## src/clk_cfg_defines.svh

```systemverilog
// Functional notes
// - start, 7-bit address, write bit, ack
// - command code msb one means byte access
// - command low seven bits give register offset
// - byte write: data, update, ack, stop
// - byte read: restart, read address, data, nack
// - reg0 bits 7:5 return latched straps
// - management bit sticky, cleared only by reset
// - power-down with bit0 zero forces full reset
// - reg1 bit6 cpu pll spread type
// - reg1 bit5 panel spread type
// - reg1 bits 3:1 panel spread magnitude
// - reg2 bit7 reference clock enable
// - reg2 bit6 48 MHz output enable
// - reg2 bits 5:0 bus clock enables
// - device write address is D2 hex
// - all-zero command selects block transfer; the code nacks any command with msb zero
`ifndef CLK_CFG_DEFINES_SVH
`define CLK_CFG_DEFINES_SVH
`define DEV_ADDR        7'h69
`define OFS_REG0        7'h00
`define OFS_REG1        7'h01
`define OFS_REG2        7'h02
`define RST_REG0        8'h01
`define RST_REG1        8'h85
`define RST_REG2        8'hff
`define REG0_WMASK      8'h0f
`define BIT_MGMT        4
`define BIT_PDCFG       0
`define BIT_CMD_BYTE    7
`define BIT_CNT_LAST    3'h7
`define BIT_CNT_ZERO    3'h0
`endif

```

## src/clk_cfg_pkg.sv

```systemverilog
package clk_cfg_pkg;
  typedef struct packed {
    logic       cpu_center;
    logic       panel_center;
    logic [2:0] panel_mag;
  } spread_cfg_t;
  typedef struct packed {
    logic       ref_en;
    logic       usb48_en;
    logic [5:0] bus_clk_en;
  } out_en_t;
  typedef enum logic [6:0] {
    ST_IDLE  = 7'b000_0001,
    ST_ADDR  = 7'b000_0010,
    ST_ACK   = 7'b000_0100,
    ST_RECV  = 7'b000_1000,
    ST_SEND  = 7'b001_0000,
    ST_MACK  = 7'b010_0000,
    ST_WAIT  = 7'b100_0000
  } ser_state_t;
endpackage

```

## src/bus_cond_detect.sv

```systemverilog
`include "clk_cfg_defines.svh"
// samples the two-wire lines and reports edges and bus conditions
module bus_cond_detect (
  // clock and reset
  input  wire logic SYS_CLK_I,
  input  wire logic RST_N_I,
  // two-wire lines
  input  wire logic scl_i,
  input  wire logic sda_i,
  // events and data line
  output logic      scl_rise_o,
  output logic      scl_fall_o,
  output logic      start_o,
  output logic      stop_o,
  output logic      sda_o
);
  logic scl_q_ff, sda_q_ff;
  logic nxt_scl_q, nxt_sda_q;

  // previous line levels
  always_comb begin
    nxt_scl_q = scl_i;
    nxt_sda_q = sda_i;
  end

  always_ff @(posedge SYS_CLK_I or negedge RST_N_I) begin
    if (!RST_N_I) begin
      scl_q_ff <= 1'b1;
      sda_q_ff <= 1'b1;
    end else begin
      scl_q_ff <= nxt_scl_q;
      sda_q_ff <= nxt_sda_q;
    end
  end

  // edges and conditions
  assign scl_rise_o = scl_i & ~scl_q_ff;
  assign scl_fall_o = ~scl_i & scl_q_ff;
  assign start_o    = scl_i & scl_q_ff & sda_q_ff & ~sda_i;
  assign stop_o     = scl_i & scl_q_ff & ~sda_q_ff & sda_i;
  assign sda_o      = sda_i;
endmodule // bus_cond_detect

```

## src/clk_cfg_regs.sv

```systemverilog
`include "clk_cfg_defines.svh"
// two-wire slave with the first three configuration registers
module clk_cfg_regs (
  // clock and power-on reset
  input  wire logic              SYS_CLK_I,
  input  wire logic              RST_N_I,
  // two-wire serial port
  input  wire logic              SCL_I,
  input  wire logic              SDA_I,
  output logic                   SDA_O,
  output logic                   SDA_OE_O,
  // straps and power down
  input  wire logic              FREQ_SELECT_HI_I,
  input  wire logic              FREQ_SELECT_MID_I,
  input  wire logic              FREQ_SELECT_LO_I,
  input  wire logic              POWER_DOWN_N_I,
  // configuration outputs
  output logic                   MGMT_MODE_O,
  output logic                   FULL_RESET_O,
  output clk_cfg_pkg::spread_cfg_t SPREAD_O,
  output clk_cfg_pkg::out_en_t   OUT_EN_O
);
  logic scl_rise, scl_fall, start_c, stop_c, sda_in;

  bus_cond_detect u_det (
    .SYS_CLK_I  (SYS_CLK_I),
    .RST_N_I    (RST_N_I),
    .scl_i      (SCL_I),
    .sda_i      (SDA_I),
    .scl_rise_o (scl_rise),
    .scl_fall_o (scl_fall),
    .start_o    (start_c),
    .stop_o     (stop_c),
    .sda_o      (sda_in)
  );

  clk_cfg_pkg::ser_state_t state_ff, nxt_state;
  logic [7:0] shift_ff, nxt_shift;
  logic [2:0] bit_cnt_ff, nxt_bit_cnt;
  logic [1:0] phase_ff, nxt_phase;   // 0 addr,1 cmd,2 data
  logic       rd_ff, nxt_rd;
  logic       cmd_ok_ff, nxt_cmd_ok;
  logic [6:0] ofs_ff, nxt_ofs;
  logic       drv_ff, nxt_drv;
  logic       out_ff, nxt_out;
  logic [7:0] reg0_ff, nxt_reg0;
  logic [7:0] reg1_ff, nxt_reg1;
  logic [7:0] reg2_ff, nxt_reg2;
  logic       relatch_ff, nxt_relatch;
  logic       full_rst_ff, nxt_full_rst;
  logic       skip_ff, nxt_skip;
  logic [7:0] rd_data;
  logic       wr_stb;

  // read mux by offset
  always_comb begin
    if (ofs_ff == `OFS_REG0) begin
      rd_data = reg0_ff;
    end else if (ofs_ff == `OFS_REG1) begin
      rd_data = reg1_ff;
    end else if (ofs_ff == `OFS_REG2) begin
      rd_data = reg2_ff;
    end else begin
      rd_data = 8'h00;
    end
  end

  // serial protocol state machine
  always_comb begin
    nxt_state   = state_ff;
    nxt_shift   = shift_ff;
    nxt_bit_cnt = bit_cnt_ff;
    nxt_phase   = phase_ff;
    nxt_rd      = rd_ff;
    nxt_cmd_ok  = cmd_ok_ff;
    nxt_ofs     = ofs_ff;
    nxt_drv     = drv_ff;
    nxt_out     = out_ff;
    nxt_skip    = skip_ff;
    wr_stb      = 1'b0;
    if (start_c) begin
      nxt_state   = clk_cfg_pkg::ST_ADDR;
      nxt_bit_cnt = `BIT_CNT_ZERO;
      nxt_phase   = 2'd0;
      nxt_skip    = 1'b1;          // start's own scl fall comes next
      nxt_drv     = 1'b0;
    end else if (stop_c) begin
      nxt_state = clk_cfg_pkg::ST_IDLE;
      nxt_drv   = 1'b0;
    end else begin
      case (state_ff)
        clk_cfg_pkg::ST_IDLE: begin
          nxt_drv = 1'b0;
        end
        clk_cfg_pkg::ST_ADDR, clk_cfg_pkg::ST_RECV: begin
          if (scl_rise) begin
            nxt_shift = {shift_ff[6:0], sda_in};
          end
          if (scl_fall && skip_ff) begin
            nxt_skip = 1'b0;           // not a data bit, ends the start
          end else if (scl_fall) begin
            if (bit_cnt_ff == `BIT_CNT_LAST) begin
              nxt_bit_cnt = `BIT_CNT_ZERO;
              nxt_state   = clk_cfg_pkg::ST_ACK;
              nxt_drv     = 1'b1;
              if (phase_ff == 2'd0) begin
                if (shift_ff[7:1] == `DEV_ADDR) begin
                  nxt_rd = shift_ff[0];
                  if (shift_ff[0] && !cmd_ok_ff) begin
                    nxt_drv   = 1'b0;
                    nxt_state = clk_cfg_pkg::ST_WAIT;
                  end
                end else begin
                  nxt_drv   = 1'b0;
                  nxt_state = clk_cfg_pkg::ST_WAIT;
                end
              end else if (phase_ff == 2'd1) begin
                nxt_cmd_ok = shift_ff[`BIT_CMD_BYTE];
                nxt_ofs    = shift_ff[6:0];
                if (!shift_ff[`BIT_CMD_BYTE]) begin
                  nxt_drv   = 1'b0;
                  nxt_state = clk_cfg_pkg::ST_WAIT;
                end
              end else begin
                wr_stb = cmd_ok_ff;
              end
            end else begin
              nxt_bit_cnt = bit_cnt_ff + 3'd1;
            end
          end
        end
        clk_cfg_pkg::ST_ACK: begin
          nxt_out = 1'b0;
          if (scl_fall) begin
            if (rd_ff && phase_ff == 2'd0) begin
              nxt_state = clk_cfg_pkg::ST_SEND;
              nxt_drv   = 1'b1;
              nxt_out   = rd_data[7];
              nxt_shift = {rd_data[6:0], 1'b0};
            end else begin
              nxt_drv   = 1'b0;
              nxt_state = (phase_ff == 2'd2) ? clk_cfg_pkg::ST_WAIT
                                             : clk_cfg_pkg::ST_RECV;
              nxt_phase = phase_ff + 2'd1;
            end
          end
        end
        clk_cfg_pkg::ST_SEND: begin
          if (scl_fall) begin
            if (bit_cnt_ff == `BIT_CNT_LAST) begin
              nxt_bit_cnt = `BIT_CNT_ZERO;
              nxt_drv     = 1'b0;
              nxt_state   = clk_cfg_pkg::ST_MACK;
            end else begin
              nxt_bit_cnt = bit_cnt_ff + 3'd1;
              nxt_out     = shift_ff[7];
              nxt_shift   = {shift_ff[6:0], 1'b0};
            end
          end
        end
        clk_cfg_pkg::ST_MACK: begin
          // master ack or nack ends the read; stop follows
          if (scl_fall) begin
            nxt_state = clk_cfg_pkg::ST_WAIT;
          end
        end
        default: begin
          nxt_drv = 1'b0;
        end
      endcase
    end
  end

  // register updates and power-down reset
  always_comb begin
    nxt_reg0     = reg0_ff;
    nxt_reg1     = reg1_ff;
    nxt_reg2     = reg2_ff;
    nxt_relatch  = 1'b0;
    nxt_full_rst = 1'b0;
    if (!POWER_DOWN_N_I && !reg0_ff[`BIT_PDCFG]) begin
      // emulated cold start, straps caught again
      nxt_reg0     = `RST_REG0;
      nxt_reg1     = `RST_REG1;
      nxt_reg2     = `RST_REG2;
      nxt_relatch  = 1'b1;
      nxt_full_rst = 1'b1;
    end else begin
      if (relatch_ff) begin
        nxt_reg0[7:5] = {FREQ_SELECT_HI_I, FREQ_SELECT_MID_I,
                         FREQ_SELECT_LO_I};
      end
      if (wr_stb) begin
        if (ofs_ff == `OFS_REG0) begin
          nxt_reg0 = (reg0_ff & ~`REG0_WMASK) |
                     (shift_ff & `REG0_WMASK);
          nxt_reg0[`BIT_MGMT] = reg0_ff[`BIT_MGMT] |
                                shift_ff[`BIT_MGMT];
        end else if (ofs_ff == `OFS_REG1) begin
          nxt_reg1 = shift_ff;
        end else if (ofs_ff == `OFS_REG2) begin
          nxt_reg2 = shift_ff;
        end
      end
    end
  end

  always_ff @(posedge SYS_CLK_I or negedge RST_N_I) begin
    if (!RST_N_I) begin
      state_ff    <= clk_cfg_pkg::ST_IDLE;
      shift_ff    <= 8'h00;
      bit_cnt_ff  <= `BIT_CNT_ZERO;
      phase_ff    <= 2'd0;
      rd_ff       <= 1'b0;
      cmd_ok_ff   <= 1'b0;
      ofs_ff      <= 7'h00;
      drv_ff      <= 1'b0;
      out_ff      <= 1'b0;
      reg0_ff     <= `RST_REG0;
      reg1_ff     <= `RST_REG1;
      reg2_ff     <= `RST_REG2;
      relatch_ff  <= 1'b1;
      full_rst_ff <= 1'b0;
      skip_ff     <= 1'b0;
    end else begin
      state_ff    <= nxt_state;
      shift_ff    <= nxt_shift;
      bit_cnt_ff  <= nxt_bit_cnt;
      phase_ff    <= nxt_phase;
      rd_ff       <= nxt_rd;
      cmd_ok_ff   <= nxt_cmd_ok;
      ofs_ff      <= nxt_ofs;
      drv_ff      <= nxt_drv;
      out_ff      <= nxt_out;
      reg0_ff     <= nxt_reg0;
      reg1_ff     <= nxt_reg1;
      reg2_ff     <= nxt_reg2;
      relatch_ff  <= nxt_relatch;
      full_rst_ff <= nxt_full_rst;
      skip_ff     <= nxt_skip;
    end
  end

  // outputs: sda open drain, low only
  assign SDA_O        = 1'b0;
  assign SDA_OE_O     = drv_ff & ~out_ff;
  assign MGMT_MODE_O  = reg0_ff[`BIT_MGMT];
  assign FULL_RESET_O = full_rst_ff;
  assign SPREAD_O     = '{cpu_center: reg1_ff[6], panel_center: reg1_ff[5],
                          panel_mag: reg1_ff[3:1]};
  assign OUT_EN_O     = '{ref_en: reg2_ff[7], usb48_en: reg2_ff[6],
                          bus_clk_en: reg2_ff[5:0]};
endmodule // clk_cfg_regs

```

## config.mk

```make
export PLATFORM = sky130hd
export DESIGN_NAME = clk_cfg_regs
export DESIGN_NICKNAME = d
export VERILOG_FILES = /design/src/clk_cfg_pkg.sv /design/src/bus_cond_detect.sv /design/src/clk_cfg_regs.sv
export VERILOG_INCLUDE_DIRS = /design/src
export SDC_FILE = /design/constraint.sdc
export NUM_CORES = 1
export LEC_CHECK = 0
export ABC_AREA = 1
export BUFFER_PORTS_ARGS = -buffer_cell sky130_fd_sc_hd__buf_2
export CORE_ASPECT_RATIO = 0.5
export CORE_UTILIZATION = 45
export DETAILED_ROUTE_END_ITERATION = 10
export PLACE_DENSITY = 0.69
export SLEW_MARGIN = 10
export SYNTH_ARGS = -nofsm -noshare
export SYNTH_HDL_FRONTEND = slang
export SYNTH_SLANG_ARGS = --single-unit
```

## constraint.sdc

```tcl
create_clock -name SYS_CLK_I -period 2.9 [get_ports SYS_CLK_I]
set_input_delay 0.29 -clock SYS_CLK_I [delete_from_list [all_inputs] [get_ports SYS_CLK_I]]
set_output_delay 0.29 -clock SYS_CLK_I [all_outputs]
set_load 0.01 [all_outputs]
```

==> impl_metrics.env <==
export IMPL_number_of_enable_flip_flop_cells_after_synthesis=0
export IMPL_seq_area_frac_synth_pct=41.69
export IMPL_period_needed_ns=2.005
export IMPL_antenna_found_initial=0
export IMPL_cts_setup_buffers=0
export IMPL_critPathArrivalTime_ns=2.23
export IMPL_grt_start_max_net_pins=37
export IMPL_grt_overflow_total=0
export IMPL_area_growth_synth_to_final_pct=13.40
export IMPL_synthesis_nets=500
export IMPL_number_of_buffers_created_by_cts=9
export IMPL_power_ir_vdd_worst_mv=0.5157
export IMPL_floorplan_io_pins=25
export IMPL_final_antenna_net_count=0
export IMPL_power_combinational_fraction_pct=37.7
export IMPL_routed_wire_length_per_instance_um=13.11
export IMPL_crit_path_top_delay_cell="sky130_fd_sc_hd__nor2_1"
export IMPL_clkPwrFrac_pct=28.1
export IMPL_cts_root_buf="sky130_fd_sc_hd__clkbuf_16"
export IMPL_cell_seen_most_often_among_critical_path_stages="sky130_fd_sc_hd__nand2_1"
export IMPL_synth_simple_gate_area_share_pct=41.34
export IMPL_critical_path_top_delay_family="simple AND/OR/NAND/NOR gates"
export IMPL_critical_path_class="flop to flop"
export IMPL_yosys_area_share_adder_pct=2.057
export IMPL_synth_mux_area_fraction_pct=0.9256
export IMPL_fp_dieArea_um2=8496
export IMPL_timing_slew_headroom_pct=46.33
export IMPL_hold_violations=0
export IMPL_power_sequential_fraction_pct=34.3
export IMPL_cts_hold_fix_buffers=0
export IMPL_later_pin_clock_latency_in_the_skew_report_ns=0.34
export IMPL_netlist_instances=486
export IMPL_finalMaxSlewViolations=0
export IMPL_worst_slack_ns=0.8950
export IMPL_p_leak_nw=2.187
export IMPL_synth_top_area_cell="sky130_fd_sc_hd__dfrtp_1"
export IMPL_routed_via_count=3014
export IMPL_p_int_mw=2.234
export IMPL_ys_dominant_reg_cell="sky130_fd_sc_hd__dfrtp_1"
export IMPL_final_min_period_over_clock_period_pct=69.14
export IMPL_run_status="finished, final reports clean"
export IMPL_worstMarginPinSlew_ns=0.8050
export IMPL_synthXorXnorAreaFrac_pct=0
export IMPL_clock_path_buffers=2
export IMPL_synth_most_common_cell="sky130_fd_sc_hd__nand2_1"
export IMPL_clock_tree_from_tritoncts="yes"
export IMPL_grt_pass1_wl_um=14300
export IMPL_postSynthRegisterBits=60
export IMPL_synth_cells_most_frequent="sky130_fd_sc_hd__nand2_1, sky130_fd_sc_hd__nor2_1, sky130_fd_sc_hd__inv_1"
export IMPL_filler_free_cell_count_of_the_finished_design=623
export IMPL_timing_final_setup_violations=0
export IMPL_synth_compound_gate_area_share_pct=5.451
export IMPL_initial_core_util_pct=48.04
export IMPL_max_cap_violations=0
export IMPL_min_path_type="input pin to async pin"
export IMPL_drcViolationCount=0
export IMPL_htreeDepth=3
export IMPL_slowest_delay_ns=0.54
export IMPL_drt_iter0_drc=195
export IMPL_wl_um=8166
export IMPL_finalWeightedCongestion=0.8670
export IMPL_global_route_usage_total_pct=22.67
export IMPL_netlist_area_um2=3650
export IMPL_p_per_area_nw_per_um2=921.4
export IMPL_final_cell_area_um2=4139
export IMPL_distinct_cell_type_count_of_the_synthesized_netlist=34
export IMPL_worst_slack_after_detailed_placement_ns=0.9224
export IMPL_placedInstanceArea_um2=3837
export IMPL_number_of_global_route_vias_before_repair=2935
export IMPL_placed_cells=607
export IMPL_synth_largest_type_area_fraction_pct=30.17
export IMPL_insertedDiodeCount=0
export IMPL_async_reset_ff_share_pct=100.0
export IMPL_nNetsFinal=524
export IMPL_die_w_um=129.4
export IMPL_worstSetupEndpointType="flop"
export IMPL_yosys_warnings=0
export IMPL_drt_vias_per_instance=4.838
export IMPL_synth_top_family_by_area="simple AND/OR/NAND/NOR gates"
export IMPL_worst_setup_hold_path_clk_slew_ns=0.05
export IMPL_fillers=753
export IMPL_timing_clock_skew_ns=0.006498
export IMPL_post_route_cells_drive_above_1_share_pct=22.14
export IMPL_fp_dieH_um=65.68
export IMPL_dp_final_hpwl_um=6156
export IMPL_p_sw_mw=1.579
export IMPL_switching_share_pct=41.41
export IMPL_clock_sinks=60
export IMPL_setup_tns_final_ns=0
export IMPL_data_required_time_of_the_critical_path_ns=3.13
export IMPL_cts_resized_gates=0
export IMPL_syn_area_per_cell_um2=7.510
export IMPL_rsz0062_at_grt="no"
export IMPL_drt_pass1_iter_count=4
export IMPL_crit_chain="inv_1 -> nand2_1 -> nor2_1 -> nand3_2 -> nor2_4 -> nor2_2 -> nand2_1 -> nand2_1"
export IMPL_core_area_um2=7597
export IMPL_synth_area_top_cells="sky130_fd_sc_hd__dfrtp_1, sky130_fd_sc_hd__nand2_1, sky130_fd_sc_hd__dfstp_2"
export IMPL_setup_crit_start_kind="flop"
export IMPL_fmaxAchievable_mhz=498.7
export IMPL_rows=22
export IMPL_critical_path_buf_inv_count=1
export IMPL_crit_fanout=11
export IMPL_buffer_ports_inserted=23
per-stage QoR:
step	power, mW	utilization, %	hold WS, ns
floorplan	2.402	-	-0.005591
global placement	2.729	50.51	0.4188
detailed placement	2.757	50.51	0.4226
CTS	3.843	54.48	0.06305
global route	4.099	54.48	0.06994
finish	3.814	54.48	0.04456
routing by layer:
layer	share of wire (%)	up-vias	track usage, %
li1	-	1557	-
met1	50	1371	30.83
met2	43	76	34.54
met3	6.4	10	6.189
met4	1.1	0	8.382
met5	0	-	0
area by class of cell:
class / instances / area (um2) / share of cell area, %
clock buffer: 9 / 225.2 / 5.441
clock inverter: 7 / 76.32 / 1.844
inverter: 58 / 222.7 / 5.381
multi-input combinational: 355 / 1821 / 43.98
sequential: 60 / 1521 / 36.76
tap: 108 / 135.1 / 3.265
timing repair buffer: 26 / 137.6 / 3.325
logic make-up after synthesis:
group,count (synthesis)
compound gates,35
mux,3
buf+inv,71
simple gates,310
fa+ha+maj,6
flops,60
other cells,1
sequential cells by signal (all words and copies together) (netlist names):
name	cells
FULL_RESET_O	1
OUT_EN_O	8
bit_cnt_ff	3
cmd_ok_ff	1
drv_ff	1
ofs_ff	7
out_ff	1
phase_ff	2
rd_ff	1
reg0_ff	8
reg1_ff	8
relatch_ff	1
shift_ff	8
skip_ff	1
state_ff	7
u_det.scl_q_ff	1
u_det.sda_q_ff	1
power by group through the flow:
| stage | Combinational, mW | Sequential, mW | Clock, mW |
|---|---|---|---|
| floorplan | 1.15 | 1.25 | 0 |
| global placement | 1.42 | 1.31 | 0 |
| detailed placement | 1.44 | 1.32 | 0 |
| CTS | 1.44 | 1.30 | 1.10 |
| global route | 1.63 | 1.34 | 1.13 |
| finish | 1.44 | 1.31 | 1.07 |
cells in the final DEF, fill, tap and decap left out, types with 6 or more instances in the layout:
cell / netlist / final
sky130_fd_sc_hd__a21oi_1: 14 / 14
sky130_fd_sc_hd__nor2_1: 63 / 63
sky130_fd_sc_hd__nand2_4: 7 / 7
sky130_fd_sc_hd__clkbuf_16: 0 / 9
sky130_fd_sc_hd__o211ai_1: 8 / 8
sky130_fd_sc_hd__nor3_1: 9 / 9
sky130_fd_sc_hd__nor2_4: 8 / 8
sky130_fd_sc_hd__nand2_2: 8 / 8
sky130_fd_sc_hd__nand2_1: 162 / 162
sky130_fd_sc_hd__nor2_2: 9 / 9
sky130_fd_sc_hd__dfstp_2: 16 / 16
sky130_fd_sc_hd__dfrtp_1: 44 / 44
sky130_fd_sc_hd__nand3_1: 29 / 29
sky130_fd_sc_hd__o21ai_0: 9 / 9
sky130_fd_sc_hd__buf_2: 5 / 23
sky130_fd_sc_hd__inv_1: 51 / 51
sky130_fd_sc_hd__ha_1: 6 / 6
worst reg2reg max path, cell delays in order (launching register included):
cell	delay (ns)
sky130_fd_sc_hd__dfrtp_1	0.38
sky130_fd_sc_hd__inv_1	0.05
sky130_fd_sc_hd__nand2_1	0.07
sky130_fd_sc_hd__nor2_1	0.54
sky130_fd_sc_hd__nand3_2	0.35
sky130_fd_sc_hd__nor2_4	0.27
sky130_fd_sc_hd__nor2_2	0.11
sky130_fd_sc_hd__nand2_1	0.08
sky130_fd_sc_hd__nand2_1	0.05
final timing paths:
| check | startpoint | to | slack (ns) | cells past startpoint |
|---|---|---|---|---|
| max in group asynchronous | RST_N_I | OUT_EN_O[5] | 2.09 | 2 |
| min in group SYS_CLK_I | SCL_I | u_det.scl_q_ff | 0.08 | 1 |
| hold / removal | RST_N_I | ofs_ff[3] | 0.04 | 1 |
| setup / recovery | ofs_ff[2] | reg0_ff[2] | 0.89 | 8 |
| hold reg to reg | reg1_ff[7] | reg1_ff[7] | 0.47 | 2 |
| setup reg to reg | ofs_ff[2] | reg0_ff[2] | 0.89 | 8 |
Power figures use the tool's default switching activity.
